`config.mk`:
```
export PLATFORM = sky130hd
export DESIGN_NAME = vectored_interrupt_controller
export DESIGN_NICKNAME = d
export VERILOG_FILES = /design/src/verilog/vic_pkg.sv /design/src/verilog/vectored_interrupt_controller.sv
export VERILOG_INCLUDE_DIRS = /design/src /design/src/verilog
export SDC_FILE = /design/constraint.sdc
export NUM_CORES = 1
export LEC_CHECK = 0
export ABC_AREA = 1
export BUFFER_PORTS_ARGS = -buffer_cell sky130_fd_sc_hd__buf_4
export CORE_MARGIN = 10
export CORE_UTILIZATION = 51
export DETAILED_ROUTE_END_ITERATION = 12
export PLACE_DENSITY = 0.8
export SLEW_MARGIN = 10
export SYNTH_ARGS = -nofsm -noshare
export SYNTH_HDL_FRONTEND = slang
export SYNTH_SLANG_ARGS = --single-unit
```
`constraint.sdc`:
```
create_clock -name clk_sys_i -period 2.3 [get_ports clk_sys_i]
set_input_delay 0.23 -clock clk_sys_i [delete_from_list [all_inputs] [get_ports clk_sys_i]]
set_output_delay 0.23 -clock clk_sys_i [all_outputs]
set_load 0.01 [all_outputs]
```
`src/verilog/vic_consts.svh`:
```
/*
  Offsets, field positions, reset values and vectors for the vectored
  interrupt controller. Assumes a 32-bit Avalon-MM byte-addressed slave
  whose byte address is four times the register index.
*/
`ifndef VIC_CONSTS_SVH
`define VIC_CONSTS_SVH

// ---------------------------------------------------------------
// Register byte offsets
// ---------------------------------------------------------------
`define OFS_PRIMARY     6'h00
`define OFS_ADC_MF      6'h04
`define OFS_EXT1_TB     6'h08
`define OFS_TMR0        6'h0c
`define OFS_TMR1        6'h10
`define OFS_NVM_LV      6'h14
`define OFS_EDGE_SEL    6'h18
`define OFS_SERVICE     6'h1c
`define OFS_CORE_STAT   6'h20

// ---------------------------------------------------------------
// Reset values and read masks
// ---------------------------------------------------------------
`define RST_BYTE        8'h00
`define MASK_PRIMARY    8'h7f
`define MASK_ADC_MF     8'hff
`define MASK_EXT1_TB    8'h77
`define MASK_SUB        8'h33
`define MASK_EDGE_SEL   8'h0f

// ---------------------------------------------------------------
// Field positions
// ---------------------------------------------------------------
`define BIT_GIE         0
`define BIT_OVP_E       1
`define BIT_OCP_E       2
`define BIT_EXTA_E      3
`define BIT_OVP_F       4
`define BIT_OCP_F       5
`define BIT_EXTA_F      6
`define BIT_ADC_F       7
`define BIT_MF_F0       4
`define BIT_ADC_E       3
`define BIT_MF_E0       0
`define BIT_EXTB_F      6
`define BIT_TB_F0       4
`define BIT_EXTB_E      2
`define BIT_TB_E0       0
`define BIT_SUB_AF      5
`define BIT_SUB_PF      4
`define BIT_SUB_AE      1
`define BIT_SUB_PE      0

// ---------------------------------------------------------------
// Edge select codes
// ---------------------------------------------------------------
`define EDGE_OFF        2'b00
`define EDGE_RISE       2'b01
`define EDGE_FALL       2'b10
`define EDGE_BOTH       2'b11

// ---------------------------------------------------------------
// Vectors and stack depth
// ---------------------------------------------------------------
`define NUM_SRC         10
`define VEC_BASE        12'h004
`define VEC_STEP        12'h004
`define STACK_DEPTH     4'd8

`endif

```
`src/verilog/vic_pkg.sv`:
```
/*
  Types for the vectored interrupt controller.
  Assumes vic_consts.svh supplies the numeric constants.
*/
package vic_pkg;
  typedef enum logic [2:0] {
    ST_IDLE = 3'b001,
    ST_PUSH = 3'b010,
    ST_WAIT = 3'b100
  } svc_state_t;
endpackage
```
`src/verilog/vectored_interrupt_controller.sv`:
```
/*
  Vectored interrupt controller: request flags, enables, fixed priority,
  vector load with pc push, wake-up. Assumes the core sequencer takes
  the vector/push pulse, reports return and stack full, and that source
  peripherals give one-cycle event pulses on the system clock.
*/
// Implementation choices: the register offsets and the Avalon-MM interface to the registers.
`timescale 1ns/1ps
`include "vic_consts.svh"

module vectored_interrupt_controller
  import vic_pkg::*;
#(
  parameter logic [39:0] PRIO_ORDER = {4'd9, 4'd8, 4'd7, 4'd6, 4'd5,
                                       4'd4, 4'd3, 4'd2, 4'd1, 4'd0}
) (
  input wire logic clk_sys_i,
  input wire logic rst_n_i,
  input wire logic [5:0] avs_address_i,
  input wire logic avs_read_i,
  input wire logic avs_write_i,
  input wire logic [31:0] avs_writedata_i,
  input wire logic [3:0] avs_byteenable_i,
  output logic [31:0] avs_readdata_o,
  output logic avs_waitrequest_o,
  input wire logic ext_irq_pin_a_i,
  input wire logic ext_irq_pin_b_i,
  input wire logic pin_a_pullup_i,
  input wire logic pin_b_pullup_i,
  input wire logic overvolt_evt_i,
  input wire logic overcurrent_evt_i,
  input wire logic adc_done_evt_i,
  input wire logic tick_a_evt_i,
  input wire logic tick_b_evt_i,
  input wire logic tmr0_cmpa_evt_i,
  input wire logic tmr0_cmpp_evt_i,
  input wire logic tmr1_cmpa_evt_i,
  input wire logic tmr1_cmpp_evt_i,
  input wire logic nvm_write_done_evt_i,
  input wire logic low_voltage_evt_i,
  input wire logic [11:0] next_pc_i,
  input wire logic stack_full_i,
  input wire logic return_from_irq_instr_i,
  input wire logic core_ready_i,
  output logic irq_take_o,
  output logic [11:0] vector_addr_o,
  output logic [11:0] push_pc_o,
  output logic wake_o,
  output logic pin_a_pullup_o,
  output logic pin_b_pullup_o
);

  // ---------------------------------------------------------------
  // Register storage
  // ---------------------------------------------------------------
  logic [7:0] primary_int_ctrl_reg;
  logic [7:0] adc_multifunc_int_ctrl_reg;
  logic [7:0] ext1_timebase_int_ctrl_reg;
  logic [7:0] timer0_match_int_ctrl_reg;
  logic [7:0] timer1_match_int_ctrl_reg;
  logic [7:0] eeprom_lowvolt_int_ctrl_reg;
  logic [7:0] edge_select_reg;
  logic [7:0] wr_byte;
  logic wr_hit;
  logic in_service_reg;
  svc_state_t state_reg;

  assign wr_byte = avs_writedata_i[7:0];
  assign wr_hit = avs_write_i && avs_byteenable_i[0] && !avs_waitrequest_o;

  // ---------------------------------------------------------------
  // Pin synchronisers and edge detect
  // ---------------------------------------------------------------
  logic [2:0] pa_sync_reg;
  logic [2:0] pb_sync_reg;
  logic pa_level_reg;
  logic pb_level_reg;
  logic pa_edge;
  logic pb_edge;

  always_ff @(posedge clk_sys_i) begin
    if (!rst_n_i) begin
      pa_sync_reg <= 3'h0;
      pb_sync_reg <= 3'h0;
      pa_level_reg <= 1'b0;
      pb_level_reg <= 1'b0;
    end else begin
      pa_sync_reg <= {pa_sync_reg[1:0], ext_irq_pin_a_i};
      pb_sync_reg <= {pb_sync_reg[1:0], ext_irq_pin_b_i};
      if (pa_sync_reg[1] == pa_sync_reg[2]) begin
        pa_level_reg <= pa_sync_reg[2];
      end
      if (pb_sync_reg[1] == pb_sync_reg[2]) begin
        pb_level_reg <= pb_sync_reg[2];
      end
    end
  end

  function automatic logic edge_hit(input logic [1:0] sel, input logic old_lv,
                                    input logic new_lv, input logic en);
    logic rise;
    logic fall;
    rise = !old_lv && new_lv;
    fall = old_lv && !new_lv;
    edge_hit = 1'b0;
    if (en) begin
      unique case (sel)
        `EDGE_OFF: edge_hit = 1'b0;
        `EDGE_RISE: edge_hit = rise;
        `EDGE_FALL: edge_hit = fall;
        `EDGE_BOTH: edge_hit = rise | fall;
      endcase
    end
  endfunction

  // New level qualifies only when the two late stages agree
  assign pa_edge = (pa_sync_reg[1] == pa_sync_reg[2])
                   && edge_hit(edge_select_reg[1:0], pa_level_reg, pa_sync_reg[2],
                               primary_int_ctrl_reg[`BIT_EXTA_E]);
  assign pb_edge = (pb_sync_reg[1] == pb_sync_reg[2])
                   && edge_hit(edge_select_reg[3:2], pb_level_reg, pb_sync_reg[2],
                               ext1_timebase_int_ctrl_reg[`BIT_EXTB_E]);

  // ---------------------------------------------------------------
  // Source request/enable vectors and priority pick
  // ---------------------------------------------------------------
  // Index: 0 ovp,1 ocp,2 pin a,3 adc,4 mf0,5 mf1,6 mf2,7 tick a,8 tick b,9 pin b
  logic [`NUM_SRC-1:0] src_flag;
  logic [`NUM_SRC-1:0] src_en;
  logic [`NUM_SRC-1:0] src_req;
  logic [`NUM_SRC-1:0] clr_vec;
  logic [3:0] win_idx;
  logic win_any;
  logic [2:0] mf_evt;

  assign src_flag = {ext1_timebase_int_ctrl_reg[`BIT_EXTB_F],
                     ext1_timebase_int_ctrl_reg[`BIT_TB_F0+1],
                     ext1_timebase_int_ctrl_reg[`BIT_TB_F0],
                     adc_multifunc_int_ctrl_reg[`BIT_MF_F0+2 -: 3],
                     adc_multifunc_int_ctrl_reg[`BIT_ADC_F],
                     primary_int_ctrl_reg[`BIT_EXTA_F],
                     primary_int_ctrl_reg[`BIT_OCP_F],
                     primary_int_ctrl_reg[`BIT_OVP_F]};
  assign src_en = {ext1_timebase_int_ctrl_reg[`BIT_EXTB_E],
                   ext1_timebase_int_ctrl_reg[`BIT_TB_E0+1],
                   ext1_timebase_int_ctrl_reg[`BIT_TB_E0],
                   adc_multifunc_int_ctrl_reg[`BIT_MF_E0+2 -: 3],
                   adc_multifunc_int_ctrl_reg[`BIT_ADC_E],
                   primary_int_ctrl_reg[`BIT_EXTA_E],
                   primary_int_ctrl_reg[`BIT_OCP_E],
                   primary_int_ctrl_reg[`BIT_OVP_E]};
  assign src_req = src_flag & src_en;

  always_comb begin
    win_idx = 4'h0;
    win_any = 1'b0;
    for (int k = `NUM_SRC - 1; k >= 0; k--) begin
      if (src_req[PRIO_ORDER[k*4 +: 4]]) begin
        win_idx = PRIO_ORDER[k*4 +: 4];
        win_any = 1'b1;
      end
    end
  end

  // Shared-vector flags follow any of their enabled sub-sources becoming set
  assign mf_evt[0] = (tmr0_cmpa_evt_i && timer0_match_int_ctrl_reg[`BIT_SUB_AE])
                   || (tmr0_cmpp_evt_i && timer0_match_int_ctrl_reg[`BIT_SUB_PE]);
  assign mf_evt[1] = (tmr1_cmpa_evt_i && timer1_match_int_ctrl_reg[`BIT_SUB_AE])
                   || (tmr1_cmpp_evt_i && timer1_match_int_ctrl_reg[`BIT_SUB_PE]);
  assign mf_evt[2] = (nvm_write_done_evt_i && eeprom_lowvolt_int_ctrl_reg[`BIT_SUB_AE])
                   || (low_voltage_evt_i && eeprom_lowvolt_int_ctrl_reg[`BIT_SUB_PE]);

  // ---------------------------------------------------------------
  // Service sequencer
  // ---------------------------------------------------------------
  logic take;
  assign take = (state_reg == ST_IDLE) && win_any && core_ready_i
                && primary_int_ctrl_reg[`BIT_GIE]
                && !stack_full_i;
  assign clr_vec = take ? (`NUM_SRC'(1) << win_idx) : '0;

  always_ff @(posedge clk_sys_i) begin
    if (!rst_n_i) begin
      state_reg <= ST_IDLE;
      irq_take_o <= 1'b0;
      vector_addr_o <= 12'h000;
      push_pc_o <= 12'h000;
      in_service_reg <= 1'b0;
    end else begin
      irq_take_o <= 1'b0;
      unique case (state_reg)
        ST_IDLE: begin
          if (take) begin
            irq_take_o <= 1'b1;
            push_pc_o <= next_pc_i;
            vector_addr_o <= `VEC_BASE + `VEC_STEP * {8'h00, win_idx};
            state_reg <= ST_PUSH;
          end
        end
        ST_PUSH: begin
          in_service_reg <= 1'b1;
          state_reg <= ST_WAIT;
        end
        ST_WAIT: begin
          // Nested entry allowed once software re-enables globally
          state_reg <= ST_IDLE;
        end
      endcase
      if (return_from_irq_instr_i) begin
        in_service_reg <= 1'b0;
      end
    end
  end

  // ---------------------------------------------------------------
  // Register writes and flag setting (set beats clear)
  // ---------------------------------------------------------------
  always_ff @(posedge clk_sys_i) begin
    if (!rst_n_i) begin
      primary_int_ctrl_reg <= `RST_BYTE;
    end else begin
      if (wr_hit && avs_address_i == `OFS_PRIMARY) begin
        primary_int_ctrl_reg <= wr_byte & `MASK_PRIMARY;
      end else if (take) begin
        primary_int_ctrl_reg[`BIT_GIE] <= 1'b0;
      end
      if (clr_vec[0]) primary_int_ctrl_reg[`BIT_OVP_F] <= 1'b0;
      if (clr_vec[1]) primary_int_ctrl_reg[`BIT_OCP_F] <= 1'b0;
      if (clr_vec[2]) primary_int_ctrl_reg[`BIT_EXTA_F] <= 1'b0;
      if (overvolt_evt_i) primary_int_ctrl_reg[`BIT_OVP_F] <= 1'b1;
      if (overcurrent_evt_i) primary_int_ctrl_reg[`BIT_OCP_F] <= 1'b1;
      if (pa_edge) primary_int_ctrl_reg[`BIT_EXTA_F] <= 1'b1;
    end
  end

  always_ff @(posedge clk_sys_i) begin
    if (!rst_n_i) begin
      adc_multifunc_int_ctrl_reg <= `RST_BYTE;
    end else begin
      if (wr_hit && avs_address_i == `OFS_ADC_MF) begin
        adc_multifunc_int_ctrl_reg <= wr_byte & `MASK_ADC_MF;
      end
      if (clr_vec[3]) adc_multifunc_int_ctrl_reg[`BIT_ADC_F] <= 1'b0;
      for (int m = 0; m < 3; m++) begin
        if (clr_vec[4+m]) adc_multifunc_int_ctrl_reg[`BIT_MF_F0+m] <= 1'b0;
        if (mf_evt[m]) adc_multifunc_int_ctrl_reg[`BIT_MF_F0+m] <= 1'b1;
      end
      if (adc_done_evt_i) adc_multifunc_int_ctrl_reg[`BIT_ADC_F] <= 1'b1;
    end
  end

  always_ff @(posedge clk_sys_i) begin
    if (!rst_n_i) begin
      ext1_timebase_int_ctrl_reg <= `RST_BYTE;
    end else begin
      if (wr_hit && avs_address_i == `OFS_EXT1_TB) begin
        ext1_timebase_int_ctrl_reg <= wr_byte & `MASK_EXT1_TB;
      end
      if (clr_vec[7]) ext1_timebase_int_ctrl_reg[`BIT_TB_F0] <= 1'b0;
      if (clr_vec[8]) ext1_timebase_int_ctrl_reg[`BIT_TB_F0+1] <= 1'b0;
      if (clr_vec[9]) ext1_timebase_int_ctrl_reg[`BIT_EXTB_F] <= 1'b0;
      if (tick_a_evt_i) ext1_timebase_int_ctrl_reg[`BIT_TB_F0] <= 1'b1;
      if (tick_b_evt_i) ext1_timebase_int_ctrl_reg[`BIT_TB_F0+1] <= 1'b1;
      if (pb_edge) ext1_timebase_int_ctrl_reg[`BIT_EXTB_F] <= 1'b1;
    end
  end

  // Sub-source flags are cleared only by software
  always_ff @(posedge clk_sys_i) begin
    if (!rst_n_i) begin
      timer0_match_int_ctrl_reg <= `RST_BYTE;
      timer1_match_int_ctrl_reg <= `RST_BYTE;
      eeprom_lowvolt_int_ctrl_reg <= `RST_BYTE;
      edge_select_reg <= `RST_BYTE;
    end else begin
      if (wr_hit && avs_address_i == `OFS_TMR0) begin
        timer0_match_int_ctrl_reg <= wr_byte & `MASK_SUB;
      end
      if (wr_hit && avs_address_i == `OFS_TMR1) begin
        timer1_match_int_ctrl_reg <= wr_byte & `MASK_SUB;
      end
      if (wr_hit && avs_address_i == `OFS_NVM_LV) begin
        eeprom_lowvolt_int_ctrl_reg <= wr_byte & `MASK_SUB;
      end
      if (wr_hit && avs_address_i == `OFS_EDGE_SEL) begin
        edge_select_reg <= wr_byte & `MASK_EDGE_SEL;
      end
      if (tmr0_cmpa_evt_i) timer0_match_int_ctrl_reg[`BIT_SUB_AF] <= 1'b1;
      if (tmr0_cmpp_evt_i) timer0_match_int_ctrl_reg[`BIT_SUB_PF] <= 1'b1;
      if (tmr1_cmpa_evt_i) timer1_match_int_ctrl_reg[`BIT_SUB_AF] <= 1'b1;
      if (tmr1_cmpp_evt_i) timer1_match_int_ctrl_reg[`BIT_SUB_PF] <= 1'b1;
      if (nvm_write_done_evt_i) eeprom_lowvolt_int_ctrl_reg[`BIT_SUB_AF] <= 1'b1;
      if (low_voltage_evt_i) eeprom_lowvolt_int_ctrl_reg[`BIT_SUB_PF] <= 1'b1;
    end
  end

  // ---------------------------------------------------------------
  // Wake-up and pull-high pass-through
  // ---------------------------------------------------------------
  logic [`NUM_SRC-1:0] flag_prev_reg;

  always_ff @(posedge clk_sys_i) begin
    if (!rst_n_i) begin
      flag_prev_reg <= '0;
      wake_o <= 1'b0;
      pin_a_pullup_o <= 1'b0;
      pin_b_pullup_o <= 1'b0;
    end else begin
      flag_prev_reg <= src_flag;
      wake_o <= |(src_flag & ~flag_prev_reg);
      pin_a_pullup_o <= pin_a_pullup_i;
      pin_b_pullup_o <= pin_b_pullup_i;
    end
  end

  // ---------------------------------------------------------------
  // Avalon slave: one wait cycle on reads and on writes
  // ---------------------------------------------------------------
  logic rd_pend_reg;
  logic [7:0] rd_mux;

  always_comb begin
    unique case (avs_address_i)
      `OFS_PRIMARY: rd_mux = primary_int_ctrl_reg;
      `OFS_ADC_MF: rd_mux = adc_multifunc_int_ctrl_reg;
      `OFS_EXT1_TB: rd_mux = ext1_timebase_int_ctrl_reg;
      `OFS_TMR0: rd_mux = timer0_match_int_ctrl_reg;
      `OFS_TMR1: rd_mux = timer1_match_int_ctrl_reg;
      `OFS_NVM_LV: rd_mux = eeprom_lowvolt_int_ctrl_reg;
      `OFS_EDGE_SEL: rd_mux = edge_select_reg;
      `OFS_SERVICE: rd_mux = {3'h0, win_any, win_idx};
      `OFS_CORE_STAT: rd_mux = {5'h00, state_reg == ST_IDLE, stack_full_i,
                                in_service_reg};
      default: rd_mux = 8'h00;
    endcase
  end

  always_ff @(posedge clk_sys_i) begin
    if (!rst_n_i) begin
      rd_pend_reg <= 1'b0;
      avs_readdata_o <= 32'h0000_0000;
      avs_waitrequest_o <= 1'b1;
    end else begin
      avs_waitrequest_o <= 1'b1;
      rd_pend_reg <= 1'b0;
      if (avs_read_i && avs_waitrequest_o && !rd_pend_reg) begin
        avs_readdata_o <= {24'h000000, rd_mux};
        rd_pend_reg <= 1'b1;
        avs_waitrequest_o <= 1'b0;
      end else if (avs_write_i && avs_waitrequest_o) begin
        avs_waitrequest_o <= 1'b0;
      end
    end
  end

endmodule

```
==> flow_metrics.tcl <==
set metrics [dict create \
    cp-start-kind "flop" \
    post-cts-setup-buffers 0 \
    finalCritPeriodShare_pct 89.3 \
    vdd_drop_max_v 0.000282 \
    cp_max_fo 4 \
    setup_viol 0 \
    grt_antenna_before_repair 0 \
    grt_max_degree 68 \
    r2r-end "primary_int_ctrl_reg[5]" \
    die_w_um 113 \
    synth_cell_types 43 \
    synthTopCellsByArea "dfxtp_1 41%, nand2_1 8.2%, nor2_1 7.0%, inv_1 6.6%, buf_4 5.6%" \
    pin_count 137 \
    rsz0062_at_grt "false" \
    cts_sinks 90 \
    finClkSkew_ns 0.00836 \
    maxSlewViolCount 0 \
    grt_first_pass_wirelength_um 19500 \
    grt_pass1_vias 3975 \
    r2r_slack_ns 0.25 \
    final_core_util_pct 62.2 \
    finalHoldViolCount 0 \
    tightest_slew_ns 0.650 \
    leakagePower_nw 2.56 \
    cts_tree "built" \
    cp.required_ns 2.57 \
    wl_per_cell_um 15.7 \
    avgSynthCellArea_um2 7.44 \
    synth_area_um2 4430 \
    async_flop_share_pct 0 \
    drc 0 \
    run_status "finished, final reports clean" \
    timing.slew.headroom_pct 56.6 \
    maxCapViolations 0 \
    drtIter0Drc 264 \
    gp_congestion 0.919 \
    r2r_cells 17 \
    largest_register_ffs 12 \
    ys_warn_count 0 \
    fin_crit_ns 2.05 \
    path_class "reg2reg" \
    cts_resized 0 \
    yosys-top-cells-count "97 x nand2_1, 90 x dfxtp_1, 83 x nor2_1, 78 x inv_1, 38 x o21ai_0" \
    drt_wl_total_um 12300 \
    power.density_nw_per_um2 579 \
    r2r-start "ext1_timebase_int_ctrl_reg[2]" \
    die_area_um2 12800 \
    core_region_area_um2 8340 \
    cts_buffers 9 \
    synth-seq-area-share_pct 40.7 \
    min_delay_path_depth 2 \
    num-nets-final 759 \
    ys_ff_latch 90 \
    dp_hpwl_um 9580 \
    die_h_um 113 \
    fin_setup_tns_ns 0 \
    syn_inst 595 \
    cp_data_arrival_time_ns 2.32 \
    detail-route-antenna-nets 0 \
    fmaxAchievable_mhz 487 \
    cts_root_buf "clkbuf_8" \
    rows 33 \
    startpoint "ext1_timebase_int_ctrl_reg[2]" \
    cp-end-kind "flop" \
    synth_edf_count 0 \
    synth_ff_type "dfxtp_1" \
    drive_above_1_share_pct 22.1 \
    synth_top_area_share_pct 40.7 \
    diodes 0 \
    dr.pass1.iters 5 \
    cts_hold_buffers 0 \
    routed_via_density 5.18 \
    endpoint "primary_int_ctrl_reg[5]" \
    yosysMostFrequentCell "nand2_1" \
    worstSkewPairLatency_ns 0.36 \
    vias 4054 \
    gr-total-overflow 0 \
    htree_levels 3 \
    clk_path_buf_depth 2 \
    initial_utilization_pct 53.1 \
    io_buffers 78 \
    hold_path_class "in2reg" \
    syn2layout_area_growth_pct 17.0 \
    cts.clk_slew.worst_paths_ns 0.09 \
    grt_usage_pct 18.5 \
    synth_largest_area_cell "dfxtp_1" \
]
## per-stage QoR
step	cell area (um2)	power [W]	setup WS, ns	hold WS, ns	instances
2_1_floorplan	4540	0.00184	0.676	0.308	625
4_1_cts	5180	0.00301	0.285	0.0352	783
5_1_grt	5180	0.00312	0.0663	0.0328	783
3_5_place_dp	4980	0.00192	0.312	0.403	767
6_report	5180	0.00300	0.246	0.0397	783
3_3_place_gp	4980	0.00192	0.320	0.394	767
## layout make-up
type | count | area [um2]
fillers | 840 | 3160
repair buffers | 81 | 608
flip-flops and latches | 90 | 1800
multi-input cells | 395 | 2080
inverters | 96 | 360
well taps | 105 | 131
clock inverters | 7 | 76.3
clock buffers | 9 | 124
## worst min path at each step
stage | startpoint | end | slack [ns]
finish | return_from_irq_instr_i | in_service_reg | 0.04
global route | return_from_irq_instr_i | in_service_reg | 0.03
CTS | return_from_irq_instr_i | in_service_reg | 0.04
detailed placement | pb_sync_reg[0] | pb_sync_reg[1] | 0.40
global placement | pa_sync_reg[0] | pa_sync_reg[1] | 0.39
floorplan | return_from_irq_instr_i | in_service_reg | 0.31
## logic make-up (layout without fill, tap and decap cells)
logic type      count (synthesis)  count (layout)  synth area share, %
simple gates                  236             236                 25.7
xor+xnor                        2               2                0.396
compound gates                116             116                 15.5
fa+ha+maj                      10              10                 2.82
other cells                     1              31               0.0847
flops                          90              90                 40.7
buf+inv                       140             193                 14.9
## where the power goes
group	switching [W]	internal, W
logic	0.000169	0.000106
clock network	0.000601	0.000510
registers	0.0000210	0.00159
total	0.000791	0.00221
## layout by cell type, fill, tap and decap left out, types with 3 or more instances in the layout
cell / Yosys / layout
nand2_4: 6 / 6
o21a_1: 3 / 3
nor2_2: 6 / 6
inv_1: 78 / 78
nand3_1: 16 / 16
conb_1: 1 / 31
a21oi_1: 25 / 25
buf_4: 33 / 81
o211ai_1: 4 / 4
a21oi_2: 3 / 3
o21ai_0: 38 / 38
inv_2: 16 / 16
nand2_1: 97 / 97
clkbuf_8: 0 / 9
nand2_2: 6 / 6
a31oi_1: 6 / 6
dfxtp_1: 90 / 90
nand4_1: 4 / 4
o22ai_1: 11 / 11
o21ai_1: 10 / 10
a22oi_1: 4 / 4
o31ai_1: 6 / 6
ha_1: 10 / 10
nor2_4: 6 / 6
nor2_1: 83 / 83
## critical path, cell delays in order, from the launching register on
cell     delay, ns
dfxtp_1       0.43
nand2_1       0.09
inv_1         0.06
nand2_1       0.04
nand2_1       0.05
nand2_1       0.06
nand2_1       0.06
nand2_1       0.06
nand2_1       0.06
nand2_1       0.05
nand2_1       0.07
nand2_1       0.14
inv_2         0.12
ha_1          0.21
nand3_1       0.12
o21ai_1       0.12
a21oi_1       0.06
o21a_1        0.17
## routing by layer
metal / GRT usage (%) / wire length (um)
met1: 22.4 / 4990
met4: 6.60 / 261
met3: 6.39 / 1290
met5: 0 / 0
met2: 29.8 / 5720
Power figures use the tool's default switching activity.
